File: config.mk
export PLATFORM = sky130hd
export DESIGN_NAME = ccs_cpu_clock_switch
export DESIGN_NICKNAME = d
export VERILOG_FILES = /design/src/verilog/ccs_pkg.sv /design/src/verilog/ccs_sw_if.sv /design/src/verilog/ccs_main_switch.sv /design/src/verilog/ccs_cpu_clock_switch.sv
export SDC_FILE = /design/constraint.sdc
export NUM_CORES = 1
export LEC_CHECK = 0
export BUFFER_PORTS_ARGS = -buffer_cell sky130_fd_sc_hd__buf_2
export CAP_MARGIN = 20
export CORE_MARGIN = 2
export CORE_UTILIZATION = 30
export DETAILED_ROUTE_END_ITERATION = 10
export PLACE_DENSITY = 0.51
export SLEW_MARGIN = 20
export SYNTH_ARGS = -nofsm -noshare
export SYNTH_HDL_FRONTEND = slang
export SYNTH_SLANG_ARGS = --single-unit
File: constraint.sdc
create_clock -name clk_i -period 4.8 [get_ports clk_i]
set_clock_uncertainty 0.05 [all_clocks]
set_input_delay 0.96 -clock clk_i [delete_from_list [all_inputs] [get_ports clk_i]]
set_output_delay 0.96 -clock clk_i [all_outputs]
set_load 0.05 [all_outputs]
File: src/verilog/ccs_pkg.sv
/*
  Constants for the CPU clock switch control block: register offsets,
  field positions, reset values and switchover counts.
  Assumes an 8-bit register port with byte offsets.
*/
package ccs_pkg;

  // ************************************************************
  // Register offsets
  // ************************************************************
  localparam logic [7:0] PROC_CLK_CTRL_OFS = 8'h00;
  localparam logic [7:0] MAIN_CLK_MODE_OFS = 8'h01;
  localparam logic [7:0] OSC_MODE_SEL_OFS = 8'h02;
  localparam logic [7:0] MAIN_OSC_CTRL_OFS = 8'h03;
  localparam logic [7:0] INT_OSC_MODE_OFS = 8'h04;
  localparam logic [7:0] PORT_FUNC_CTRL_OFS = 8'h05;
  localparam logic [7:0] OSC_STATUS_OFS = 8'h06;

  // ************************************************************
  // Field positions
  // ************************************************************
  localparam int DIV_LSB = 0;
  localparam int DIV_MSB = 2;
  localparam int CSS_BIT = 4;
  localparam int CLS_BIT = 5;
  localparam int MSEL_BIT = 0;
  localparam int MCS_BIT = 1;
  localparam int HIGH_SPEED_PATH_UNLOCK_BIT = 2;
  localparam int EXT_MAIN_BIT = 7;
  localparam int PIN_OSC_BIT = 6;
  localparam int EXT_SUB_BIT = 5;
  localparam int SUB_EN_BIT = 4;
  localparam int MHALT_BIT = 7;
  localparam int FHALT_BIT = 0;
  localparam int FRUN_BIT = 7;
  localparam int SUB_PIN_BIT = 1;
  localparam int SUB_OE_BIT = 0;
  localparam int SUB_STABLE_BIT = 0;

  // ************************************************************
  // Reset values and counts
  // ************************************************************
  localparam logic [2:0] DIV_RST = 3'h0;
  localparam logic [2:0] DIV_MAX = 3'h4;
  localparam logic MHALT_RST = 1'b1;
  localparam logic [4:0] DIV_SW_BASE = 5'h10;
  localparam logic [4:0] SUB_TO_MAIN_CLKS = 5'h02;
  localparam logic [1:0] MAIN_TO_SUB_SUB_TICKS = 2'h2;
  localparam logic [1:0] SRC_SW_OLD_TICKS = 2'h1;
  localparam logic [1:0] SRC_SW_NEW_TICKS = 2'h2;

  typedef enum logic [1:0] {
    CCS_IDLE = 2'b00,
    CCS_COUNT = 2'b01,
    CCS_SUBW = 2'b11
  } ccs_state_type;

endpackage

File: src/verilog/ccs_sw_if.sv
/*
  Carrier between the clock switch top and its main source switcher.
  Assumes both ends run on the same clock.
*/
`timescale 1ns/10ps
interface ccs_sw_if;
  logic req;
  logic old_tick;
  logic new_tick;
  logic status;

  modport ctrl (output req, output old_tick, output new_tick, input status);
  modport sw (input req, input old_tick, input new_tick, output status);
endinterface

File: src/verilog/ccs_main_switch.sv
/*
  Main system clock source switcher: internal fast oscillator versus
  high-speed system clock, with a switchover delay counted in ticks.
  Assumes source ticks are one-cycle pulses synchronous to clk_i.
*/
`timescale 1ns/10ps
module ccs_main_switch (
  input wire logic clk_i,
  input wire logic rst_n_i,
  ccs_sw_if.sw sw
);

  logic status_ff;
  logic [1:0] old_cnt_ff;
  logic [1:0] new_cnt_ff;

  assign sw.status = status_ff;

  // ************************************************************
  // Switchover: one old tick, then two new ticks
  // ************************************************************
  // Handover lands on a new tick edge, so neither source gives a short phase
  always_ff @(posedge clk_i) begin
    if (!rst_n_i) begin
      status_ff <= 1'b0;
      old_cnt_ff <= 2'h0;
      new_cnt_ff <= 2'h0;
    end else if (sw.req == status_ff) begin
      old_cnt_ff <= 2'h0;
      new_cnt_ff <= 2'h0;
    end else if (old_cnt_ff != ccs_pkg::SRC_SW_OLD_TICKS) begin
      if (sw.old_tick) begin
        old_cnt_ff <= old_cnt_ff + 2'h1;
      end
    end else if (sw.new_tick) begin
      if (new_cnt_ff + 2'h1 == ccs_pkg::SRC_SW_NEW_TICKS) begin
        status_ff <= sw.req;
        old_cnt_ff <= 2'h0;
        new_cnt_ff <= 2'h0;
      end else begin
        new_cnt_ff <= new_cnt_ff + 2'h1;
      end
    end
  end

endmodule

File: src/verilog/ccs_cpu_clock_switch.sv
/*
  CPU clock switch control: main source choice, main/subsystem choice,
  main divider, delayed switchover and gated oscillator stop requests.
  Assumes oscillator activity arrives as one-cycle tick pulses on clk_i
  and that software uses the 8-bit register port.
*/
`timescale 1ns/10ps
module ccs_cpu_clock_switch #(
  parameter logic [2:0] DIV_LIMIT = 3'h4
) (
  input wire logic clk_i,
  input wire logic rst_n_i,
  input wire logic [7:0] reg_addr_i,
  input wire logic [7:0] reg_wdata_i,
  input wire logic reg_wr_i,
  input wire logic reg_rd_i,
  output logic [7:0] reg_rdata_o,
  input wire logic fih_tick_i,
  input wire logic fxh_tick_i,
  input wire logic fsub_tick_i,
  input wire logic internal_fast_osc_running_i,
  input wire logic sub_osc_stable_flag_i,
  output logic cpu_tick_o,
  output logic cpu_source_status_o,
  output logic main_source_status_o,
  output logic internal_fast_osc_run_o,
  output logic main_osc_run_o,
  output logic main_external_input_select_o,
  output logic main_pin_osc_select_o,
  output logic sub_run_o,
  output logic sub_external_input_select_o,
  output logic sub_ext_input_pin_select_o,
  output logic sub_pin_output_enable_o
);

  // Counters and the clamp only cover dividers up to the widest one
  if (DIV_LIMIT > ccs_pkg::DIV_MAX) begin : g_div_limit_check
    $error("DIV_LIMIT above the widest divider");
  end

  // ************************************************************
  // Registers
  // ************************************************************
  logic [2:0] div_ff;
  logic cls_ff;
  logic [2:0] pend_div_ff;
  logic pend_css_ff;
  logic main_sel_ff;
  logic high_speed_path_unlock_ff;
  logic high_speed_path_unlock_lock_ff;
  logic [3:0] osc_mode_ff;
  logic main_halt_ff;
  logic fast_halt_ff;
  logic [1:0] port_func_ff;
  logic [7:0] rdata_ff;
  logic cpu_tick_ff;
  logic [3:0] div_cnt_ff;
  logic [4:0] sw_cnt_ff;
  logic [4:0] sw_target_ff;
  logic [1:0] sub_cnt_ff;
  ccs_pkg::ccs_state_type state_ff;

  logic main_source_status;
  logic main_tick;
  logic main_cpu_tick;
  logic cpu_tick;
  logic wr_pcc;
  logic [3:0] div_last;

  ccs_sw_if sw_bus ();

  // ************************************************************
  // Main source switch
  // ************************************************************
  assign sw_bus.req = main_sel_ff & high_speed_path_unlock_ff;
  assign sw_bus.old_tick = main_source_status ? fxh_tick_i : fih_tick_i;
  assign sw_bus.new_tick = main_source_status ? fih_tick_i : fxh_tick_i;
  assign main_source_status = sw_bus.status;

  ccs_main_switch u_main_switch (
    .clk_i(clk_i),
    .rst_n_i(rst_n_i),
    .sw(sw_bus)
  );

  // ************************************************************
  // Clock ticks
  // ************************************************************
  assign main_tick = main_source_status ? fxh_tick_i : fih_tick_i;
  assign div_last = 4'((5'h1 << div_ff) - 5'h1);
  assign main_cpu_tick = main_tick && (div_cnt_ff == div_last);
  assign cpu_tick = cls_ff ? fsub_tick_i : main_cpu_tick;

  // Counter holds its count on main ticks while a main source change is pending and the sequencer is idle
  always_ff @(posedge clk_i) begin
    if (!rst_n_i) begin
      div_cnt_ff <= 4'h0;
    end else if (main_source_status != sw_bus.req && main_tick && state_ff == ccs_pkg::CCS_IDLE) begin
      div_cnt_ff <= div_cnt_ff;
    end else if (main_cpu_tick) begin
      div_cnt_ff <= 4'h0;
    end else if (main_tick) begin
      div_cnt_ff <= div_cnt_ff + 4'h1;
    end
  end

  always_ff @(posedge clk_i) begin
    if (!rst_n_i) begin
      cpu_tick_ff <= 1'b0;
    end else begin
      cpu_tick_ff <= cpu_tick;
    end
  end

  // ************************************************************
  // CPU clock switchover sequencer
  // ************************************************************
  assign wr_pcc = reg_wr_i && reg_addr_i == ccs_pkg::PROC_CLK_CTRL_OFS;

  always_ff @(posedge clk_i) begin
    if (!rst_n_i) begin
      pend_div_ff <= ccs_pkg::DIV_RST;
      pend_css_ff <= 1'b0;
    end else if (wr_pcc) begin
      pend_div_ff <= (reg_wdata_i[ccs_pkg::DIV_MSB:ccs_pkg::DIV_LSB] > DIV_LIMIT) ?
                     DIV_LIMIT : reg_wdata_i[ccs_pkg::DIV_MSB:ccs_pkg::DIV_LSB];
      pend_css_ff <= reg_wdata_i[ccs_pkg::CSS_BIT];
    end
  end

  // The old clock and divider keep running until the count is spent
  always_ff @(posedge clk_i) begin
    if (!rst_n_i) begin
      state_ff <= ccs_pkg::CCS_IDLE;
      div_ff <= ccs_pkg::DIV_RST;
      cls_ff <= 1'b0;
      sw_cnt_ff <= 5'h0;
      sw_target_ff <= 5'h0;
      sub_cnt_ff <= 2'h0;
    end else begin
      case (state_ff)
        ccs_pkg::CCS_IDLE: begin
          sw_cnt_ff <= 5'h0;
          sub_cnt_ff <= 2'h0;
          if (pend_css_ff != cls_ff) begin
            if (!cls_ff) begin
              state_ff <= ccs_pkg::CCS_SUBW;
            end else begin
              sw_target_ff <= ccs_pkg::SUB_TO_MAIN_CLKS;
              state_ff <= ccs_pkg::CCS_COUNT;
            end
          end else if (pend_div_ff != div_ff && !cls_ff) begin
            sw_target_ff <= ccs_pkg::DIV_SW_BASE >> div_ff;
            state_ff <= ccs_pkg::CCS_COUNT;
          end else if (pend_div_ff != div_ff) begin
            div_ff <= pend_div_ff;
          end
        end
        ccs_pkg::CCS_COUNT: begin
          if (cpu_tick) begin
            if (sw_cnt_ff + 5'h1 == sw_target_ff) begin
              div_ff <= pend_div_ff;
              cls_ff <= pend_css_ff;
              state_ff <= ccs_pkg::CCS_IDLE;
            end else begin
              sw_cnt_ff <= sw_cnt_ff + 5'h1;
            end
          end
        end
        ccs_pkg::CCS_SUBW: begin
          if (sub_cnt_ff != ccs_pkg::MAIN_TO_SUB_SUB_TICKS) begin
            if (fsub_tick_i) begin
              sub_cnt_ff <= sub_cnt_ff + 2'h1;
            end
          end else if (cpu_tick) begin
            cls_ff <= pend_css_ff;
            div_ff <= pend_div_ff;
            state_ff <= ccs_pkg::CCS_IDLE;
          end
        end
        default: begin
          state_ff <= ccs_pkg::CCS_IDLE;
        end
      endcase
    end
  end

  // ************************************************************
  // Main clock mode and oscillator control registers
  // ************************************************************
  always_ff @(posedge clk_i) begin
    if (!rst_n_i) begin
      main_sel_ff <= 1'b0;
      high_speed_path_unlock_ff <= 1'b0;
      high_speed_path_unlock_lock_ff <= 1'b0;
    end else if (reg_wr_i && reg_addr_i == ccs_pkg::MAIN_CLK_MODE_OFS) begin
      if (!cls_ff) begin
        main_sel_ff <= reg_wdata_i[ccs_pkg::MSEL_BIT];
      end
      if (!high_speed_path_unlock_lock_ff) begin
        high_speed_path_unlock_ff <= reg_wdata_i[ccs_pkg::HIGH_SPEED_PATH_UNLOCK_BIT];
        high_speed_path_unlock_lock_ff <= 1'b1;
      end
    end
  end

  always_ff @(posedge clk_i) begin
    if (!rst_n_i) begin
      osc_mode_ff <= 4'h0;
    end else if (reg_wr_i && reg_addr_i == ccs_pkg::OSC_MODE_SEL_OFS) begin
      osc_mode_ff <= reg_wdata_i[ccs_pkg::EXT_MAIN_BIT:ccs_pkg::SUB_EN_BIT];
    end
  end

  always_ff @(posedge clk_i) begin
    if (!rst_n_i) begin
      main_halt_ff <= ccs_pkg::MHALT_RST;
    end else if (reg_wr_i && reg_addr_i == ccs_pkg::MAIN_OSC_CTRL_OFS) begin
      main_halt_ff <= reg_wdata_i[ccs_pkg::MHALT_BIT];
    end
  end

  always_ff @(posedge clk_i) begin
    if (!rst_n_i) begin
      fast_halt_ff <= 1'b0;
    end else if (reg_wr_i && reg_addr_i == ccs_pkg::INT_OSC_MODE_OFS) begin
      fast_halt_ff <= reg_wdata_i[ccs_pkg::FHALT_BIT];
    end
  end

  always_ff @(posedge clk_i) begin
    if (!rst_n_i) begin
      port_func_ff <= 2'h0;
    end else if (reg_wr_i && reg_addr_i == ccs_pkg::PORT_FUNC_CTRL_OFS) begin
      port_func_ff <= reg_wdata_i[ccs_pkg::SUB_PIN_BIT:ccs_pkg::SUB_OE_BIT];
    end
  end

  // ************************************************************
  // Read port
  // ************************************************************
  always_ff @(posedge clk_i) begin
    if (!rst_n_i) begin
      rdata_ff <= 8'h00;
    end else if (reg_rd_i) begin
      rdata_ff <= 8'h00;
      case (reg_addr_i)
        ccs_pkg::PROC_CLK_CTRL_OFS: begin
          rdata_ff[ccs_pkg::DIV_MSB:ccs_pkg::DIV_LSB] <= pend_div_ff;
          rdata_ff[ccs_pkg::CSS_BIT] <= pend_css_ff;
          rdata_ff[ccs_pkg::CLS_BIT] <= cls_ff;
        end
        ccs_pkg::MAIN_CLK_MODE_OFS: begin
          rdata_ff[ccs_pkg::MSEL_BIT] <= main_sel_ff;
          rdata_ff[ccs_pkg::MCS_BIT] <= main_source_status;
          rdata_ff[ccs_pkg::HIGH_SPEED_PATH_UNLOCK_BIT] <= high_speed_path_unlock_ff;
        end
        ccs_pkg::OSC_MODE_SEL_OFS: begin
          rdata_ff[ccs_pkg::EXT_MAIN_BIT:ccs_pkg::SUB_EN_BIT] <= osc_mode_ff;
        end
        ccs_pkg::MAIN_OSC_CTRL_OFS: begin
          rdata_ff[ccs_pkg::MHALT_BIT] <= main_halt_ff;
        end
        ccs_pkg::INT_OSC_MODE_OFS: begin
          rdata_ff[ccs_pkg::FHALT_BIT] <= fast_halt_ff;
          rdata_ff[ccs_pkg::FRUN_BIT] <= internal_fast_osc_running_i;
        end
        ccs_pkg::PORT_FUNC_CTRL_OFS: begin
          rdata_ff[ccs_pkg::SUB_PIN_BIT:ccs_pkg::SUB_OE_BIT] <= port_func_ff;
        end
        ccs_pkg::OSC_STATUS_OFS: begin
          rdata_ff[ccs_pkg::SUB_STABLE_BIT] <= sub_osc_stable_flag_i;
        end
        default: begin
          rdata_ff <= 8'h00;
        end
      endcase
    end else begin
      rdata_ff <= 8'h00;
    end
  end

  // ************************************************************
  // Outputs and stop gating
  // ************************************************************
  // A halt bit stays stored but only bites once its clock is out of use
  assign internal_fast_osc_run_o = !(fast_halt_ff && (main_source_status || cls_ff));
  assign main_osc_run_o = !(main_halt_ff && (!main_source_status || cls_ff));
  assign sub_run_o = osc_mode_ff[ccs_pkg::SUB_EN_BIT - 4] || cls_ff;
  assign main_external_input_select_o = osc_mode_ff[ccs_pkg::EXT_MAIN_BIT - 4];
  assign main_pin_osc_select_o = osc_mode_ff[ccs_pkg::PIN_OSC_BIT - 4];
  assign sub_external_input_select_o = osc_mode_ff[ccs_pkg::EXT_SUB_BIT - 4];
  assign sub_ext_input_pin_select_o = port_func_ff[ccs_pkg::SUB_PIN_BIT];
  assign sub_pin_output_enable_o = port_func_ff[ccs_pkg::SUB_OE_BIT];
  assign cpu_tick_o = cpu_tick_ff;
  assign cpu_source_status_o = cls_ff;
  assign main_source_status_o = main_source_status;
  assign reg_rdata_o = rdata_ff;

endmodule

### After elaboration in Yosys (flattened, before gate mapping)

Index checks and enable logic that the tools add are counted.

* shifts and indexed selects: 2
* equality and inequality tests: 30
* order comparisons: 1
* muxes and demuxes: 46
* add/subtract/negate cells: 6
* bitwise logic cells: 7
* reduce and logical (&&, ||, !) cells: 44

Operators by type and width (count)
* $mux 2: 14
* $mux 5: 5
* $eq 8x3->1 const B: 3
* $mux 3: 8
* $ne 2x2->1 const B: 12
* $eq 8x2->1 const B: 2
* $reduce_and 3->1: 5
* $reduce_bool 2->1: 7
* $logic_and 1x1->1: 12
* $pmux 5 s2: 1
* $reduce_and 2->1: 5
* $reduce_and 5->1: 2
* $pmux 3 s3: 1
* $eq 8x1->1 const B: 1
* $logic_not 8->1: 1
* $mux 4: 2
* $pmux 2 s2: 2
* $reduce_and 8->1: 1
* $mux 1: 7
* $add 2x1->2 const B: 3
* $not 1->1: 6
* $pmux 1 s3: 2
* $pmux 2 s3: 1
* $add 5x1->5 const B: 1
* 23 further kinds: 32

* input port bits: 25
* word-level logic and storage cells: 159
* register bits after elaboration: 51

### Logic depth before layout (Yosys ltp)

* word-level depth: 8
* mapped depth: 10
* mapped depth without buffers: 9

### Hierarchy

A second synthesis with hierarchy kept.

* cells, all modules: 317
* area total of the unflattened synthesis: 2682.6 um^2

Modules (own cells, without submodules)
* ccs_cpu_clock_switch: cells an instance 294, times used 1, area each 2472.4 um^2, seq. area each 900.9 um^2
* ccs_main_switch: cells an instance 23, times used 1, area each 210.2 um^2, seq. area each 100.1 um^2

### Least setup slack after synthesis

No wires, ideal clock.

* kind: flip-flop to output port
* from: register u_main_switch.status_ff, in the netlist u_main_switch.sw.status
* to: output port main_osc_run_o
* data arrival time: 2009 ps
* path slack: 1781 ps
* data required time: 3790 ps
* cell stages (with the launch flop): 4
* buffers on the path: 1
* cells stage by stage: dfxtp_1 > clkbuf_2 > inv_1 > o21ai_0

* word-level cells in the longest chain between the ends: 4

RTL lines
* from (decl): RTL line ccs_main_switch.sv:13 `logic status_ff;`
* from (signal assigned): RTL line ccs_main_switch.sv:37 `status_ff <= sw.req;`
* $logic_not 1->1: RTL line ccs_cpu_clock_switch.sv:288 `assign main_osc_run_o = !(main_halt_ff && (!main_source_status || cls_ff));`
* $logic_or 1x1->1: RTL line ccs_cpu_clock_switch.sv:288
* $logic_and 1x1->1: RTL line ccs_cpu_clock_switch.sv:288
* $logic_not 1->1: RTL line ccs_cpu_clock_switch.sv:288
* to (decl): RTL line ccs_cpu_clock_switch.sv:27 `output logic main_osc_run_o,`

Every way passes these cells.

### Worst setup path after layout

* from: register div_ff[0]
* to: register sw_cnt_ff[2]

* word-level cells in the longest chain between the ends: 7

RTL lines
* from (decl): RTL line ccs_cpu_clock_switch.sv:44 `logic [2:0] div_ff;`
* from (signal assigned): RTL line ccs_cpu_clock_switch.sv:135 `div_ff <= ccs_pkg::DIV_RST;`
* from (signal assigned): RTL line ccs_cpu_clock_switch.sv:156 `div_ff <= pend_div_ff;`
* from (signal assigned): RTL line ccs_cpu_clock_switch.sv:162 `div_ff <= pend_div_ff;`
* $shl 1x3->4: RTL line ccs_cpu_clock_switch.sv:90 `assign div_last = 4'((5'h1 << div_ff) - 5'h1);`
* $sub 4x1->4: RTL line ccs_cpu_clock_switch.sv:90
* $eq 4x4->1: RTL line ccs_cpu_clock_switch.sv:91 `assign main_cpu_tick = main_tick && (div_cnt_ff == div_last);`
* $logic_and 1x1->1: RTL line ccs_cpu_clock_switch.sv:91
* $mux 1: RTL line ccs_cpu_clock_switch.sv:92 `assign cpu_tick = cls_ff ? fsub_tick_i : main_cpu_tick;`
* $ne 2x2->1 (no line)
* $reduce_and 3->1 (no line)
* to (signal assigned): RTL line ccs_cpu_clock_switch.sv:166 `sw_cnt_ff <= sw_cnt_ff + 5'h1;`
* to (decl): RTL line ccs_cpu_clock_switch.sv:58 `logic [4:0] sw_cnt_ff;`

Every way passes these cells.
A chain may end at the register's enable or synchronous reset.

==> results.md <==
* Run status: finished clean
* Starting density of the core at 30.57%
* DR WL/cell at 12.54 um
* Area Growth Syn to Fin at 12.46%
* Worst path slowest cell: dfxtp_1
* Fillers at 932
* RSZ-0062 raised after global routing: false
* DR vias at 2123
* Sequential fraction of the synthesis area at 37.91%
* Row cnt at 34
* Routability cong. at 0.7503
* Post-Route Setup TNS at 0 ns
* Synth Instances at 303
* # Post-CTS Setup Buffers at 0
* Mapped Nets at 333
* Hold Path Origin: osc_mode_ff[0]
* Area of the multi-input gates at 1495 um2
* Total power draw at 0.7953 mW
* Distinct cells, synth at 63
* Worst Reg-to-Reg Cells at 9
* Die Height at 97.81 um
* Root Buffer Master: clkbuf_8
* CTS buffer count at 5
* Vias in the first global route at 2086
* CTS tree: done
* DR pass1 iterations at 5
* Seq cells post-synth at 50
* Crit-path cells: inv_1 > or3_1 > ha_1 > xnor2_1 > mux2_4 > a211o_1 > a2111oi_4 > and3b_1 > a221o_2
* Final-report max-slew violation count at 0
* First-pass GRT wire length at 9666 um
* Post-synth EDFFs at 0
* Nets at 364
* Worst Setup Slack, final at 1.864 ns
* Core area at 8636 um2
* Dpl hpwl at 4103 um
* Critical register-to-register path endpoint: sw_cnt_ff[2]
* N_diodes at 0
* Synth Flop Type: dfxtp_1
* Post-CTS resize count at 0
* Slew HR at 48.08%
* Max-cap violations at 0
* Clock sink total at 50
* Worst r2r src: div_ff[0]
* Total area of sequential cells at 1001 um2
* Mux cell area share after synthesis at 7.678%
* Antenna-violating nets left at 0
* Maximum vdd drop at 96.21 uV
* Setup crit start kind: flop
* Yosys synthesis warning count at 0
* Worst hold endpoint: osc_mode_ff[0]
* Fraction of the mapped netlist area in adder cells at 2.370%
* Design Area, Final at 2969 um2
* Mean Syn Cell Area at 8.713 um2
* Initial antenna violation count at 0
* Clock Tree Buf Depth at 2
* Largest family of logic cells by synthesized area: simple AND/OR/NAND/NOR gates
* Setup slack, reg-to-reg at 1.86 ns
* Fmax at 340.6 MHz
* Final WL at 5557 um
* Port Buf Inserts at 41
* Compound-Gate Fraction of Synth Area at 15.36%
* Die Area at 9567 um2
* Slew @ Worst Pin at 0.7780 ns
* Final Setup Violations at 0
* Crit-path max FO at 10
* Total grt overflow at 0
* Crit path time final at 2.936 ns
* Drt drc at 0
* Dpl ws at 1.873 ns
* Clock Latency Late Sink at 0.31 ns
* Worst min path class: flop to flop
* Ports at 44
* Simple-gate share of the synthesized area at 24.27%
* Worst endpoint required time at 5.00 ns
* Layout cells sized above 1 at 20.60%
* Crit path largest cell delay at 0.51 ns
* Lkg Pwr at 1.149 nW
* Power Density at 267.8 nW/um2
* Share of flip-flops with an asynchronous set or reset at 0%
* H-Tree Level Count at 2
* CTS clk-pin slew, worst paths at 0.09 ns
* Worst EP arrival at 3.14 ns
* Drt via density at 4.792
* Fin util at 34.38%
* Tcrit/Tclk final at 61.16%
* DP Area at 2870 um2
* Largest net degree at the start of global routing at 23
* Nature of the critical path endpoint: flop
* All-Layer GR Usage at 12.11%
* Initial DRC count at 59
* Final Hold Fails at 0
* CP Class: flop to flop
* Die width at 97.81 um
* Hold path cells at 2
* Hold Buf Count CTS at 0
* Xor and xnor area share after synthesis at 6.825%
* Synth Cell Area at 2640 um2
-- registers in the layout, summed over array words and instances (netlist names), 2 cells and up --
signal and cells:
sub_cnt_ff 2, sw_cnt_ff 5, state_ff 2, pend_div_ff 3
sw_target_ff 5, u_main_switch.new_cnt_ff 2, div_cnt_ff 4, reg_rdata_o 7
div_ff 3, u_main_switch.old_cnt_ff 2, osc_mode_ff 4, port_func_ff 2
-- cells in the final DEF (no fill, tap or decap), types with 5 or more instances in the layout --
| cell type | Yosys | routed |
|---|---|---|
| dfxtp_1 | 50 | 50 |
| buf_2 | 2 | 41 |
| nand2_1 | 34 | 34 |
| nor2_1 | 26 | 26 |
| nand3_1 | 19 | 19 |
| a21oi_1 | 17 | 17 |
| o21ai_0 | 13 | 13 |
| xnor2_1 | 12 | 12 |
| mux2i_1 | 12 | 12 |
| inv_1 | 9 | 9 |
| and3_1 | 6 | 6 |
| mux2_2 | 6 | 6 |
| nor3b_1 | 6 | 6 |
| xor2_1 | 6 | 6 |
| clkbuf_8 | 2 | 6 |
| ha_1 | 5 | 5 |
-- power by group --
group | internal, mW | total, mW | switching, mW
Combinational | 0.0349 | 0.0975 | 0.0626
Clock | 0.119 | 0.267 | 0.148
Sequential | 0.421 | 0.431 | 0.0104
Total | 0.574 | 0.795 | 0.221
-- Yosys cell counts (all sizes together) (6+ instances only) --
cell / count / area share [%]
dfxtp: 50 / 38
nand2: 35 / 5.1
nor2: 26 / 3.7
nand3: 19 / 3.6
a21oi: 18 / 3.6
o21ai: 13 / 2.5
mux2i: 12 / 4.5
xnor2: 12 / 4.0
clkbuf: 10 / 2.2
inv: 9 / 1.3
buf: 7 / 1.9
mux2: 7 / 3.1
and3: 6 / 1.4
nor3b: 6 / 1.7
xor2: 6 / 2.0
-- critical path: cells and delay by family (launching register included) --
family | cells | cell delay [ns]
flops | 1 | 0.51
buf+inv | 1 | 0.10
xor+xnor | 1 | 0.22
compound gates | 3 | 0.94
simple gates | 2 | 0.54
mux | 1 | 0.33
fa+ha+maj | 1 | 0.20
-- how the worst max path moves through the flow --
stage / startpoint / to / slack (ns) / cells past startpoint
6_report: div_ff[0] / sw_cnt_ff[2] / 1.86 / 9
5_1_grt: div_ff[0] / sw_cnt_ff[4] / 1.67 / 9
3_5_place_dp: div_ff[0] / sw_cnt_ff[4] / 1.87 / 9
2_1_floorplan: u_main_switch.sw.status / main_osc_run_o / 1.78 / 3
3_3_place_gp: div_ff[0] / sw_cnt_ff[4] / 1.90 / 9
4_1_cts: div_ff[0] / sw_cnt_ff[4] / 1.86 / 9
-- final cells by class --
class                      count  share of cell area (%)
sequential                    50                   33.71
inverter                       9                   1.138
multi-input combinational    227                   50.36
tap                          108                   4.551
clock inverter                 2                  0.5478
timing repair buffer          41                   6.911
clock buffer                   6                   2.781
-- through the flow --
stage / cells / hold WS (ns)
CTS: 443 / 0.4222
global route: 443 / 0.4465
floorplan: 303 / 0.3824
detailed placement: 435 / 0.4071
finish: 443 / 0.4184
global placement: 435 / 0.4054
-- kinds of logic (layout without fill, tap and decap cells) --
logic type | after synthesis | count (layout)
XOR/XNOR | 19 | 19
other | 1 | 1
multiplexers | 19 | 19
buffers and inverters | 26 | 58
AO/OA/AOI/OAI | 59 | 59
flip-flops | 50 | 50
adder cells (fa/ha/maj) | 5 | 5
AND/OR/NAND/NOR | 124 | 124
-- layer usage --
metal  vias to the layer above  track usage (%)  routed length [um]
li1                       1123                -                   -
met2                        26            19.79                2547
met4                         0            3.526                  55
met1                       970            16.21                2784
met5                         -                0                   0
met3                         4            2.505                 169
(Power assumes the default switching activity.)
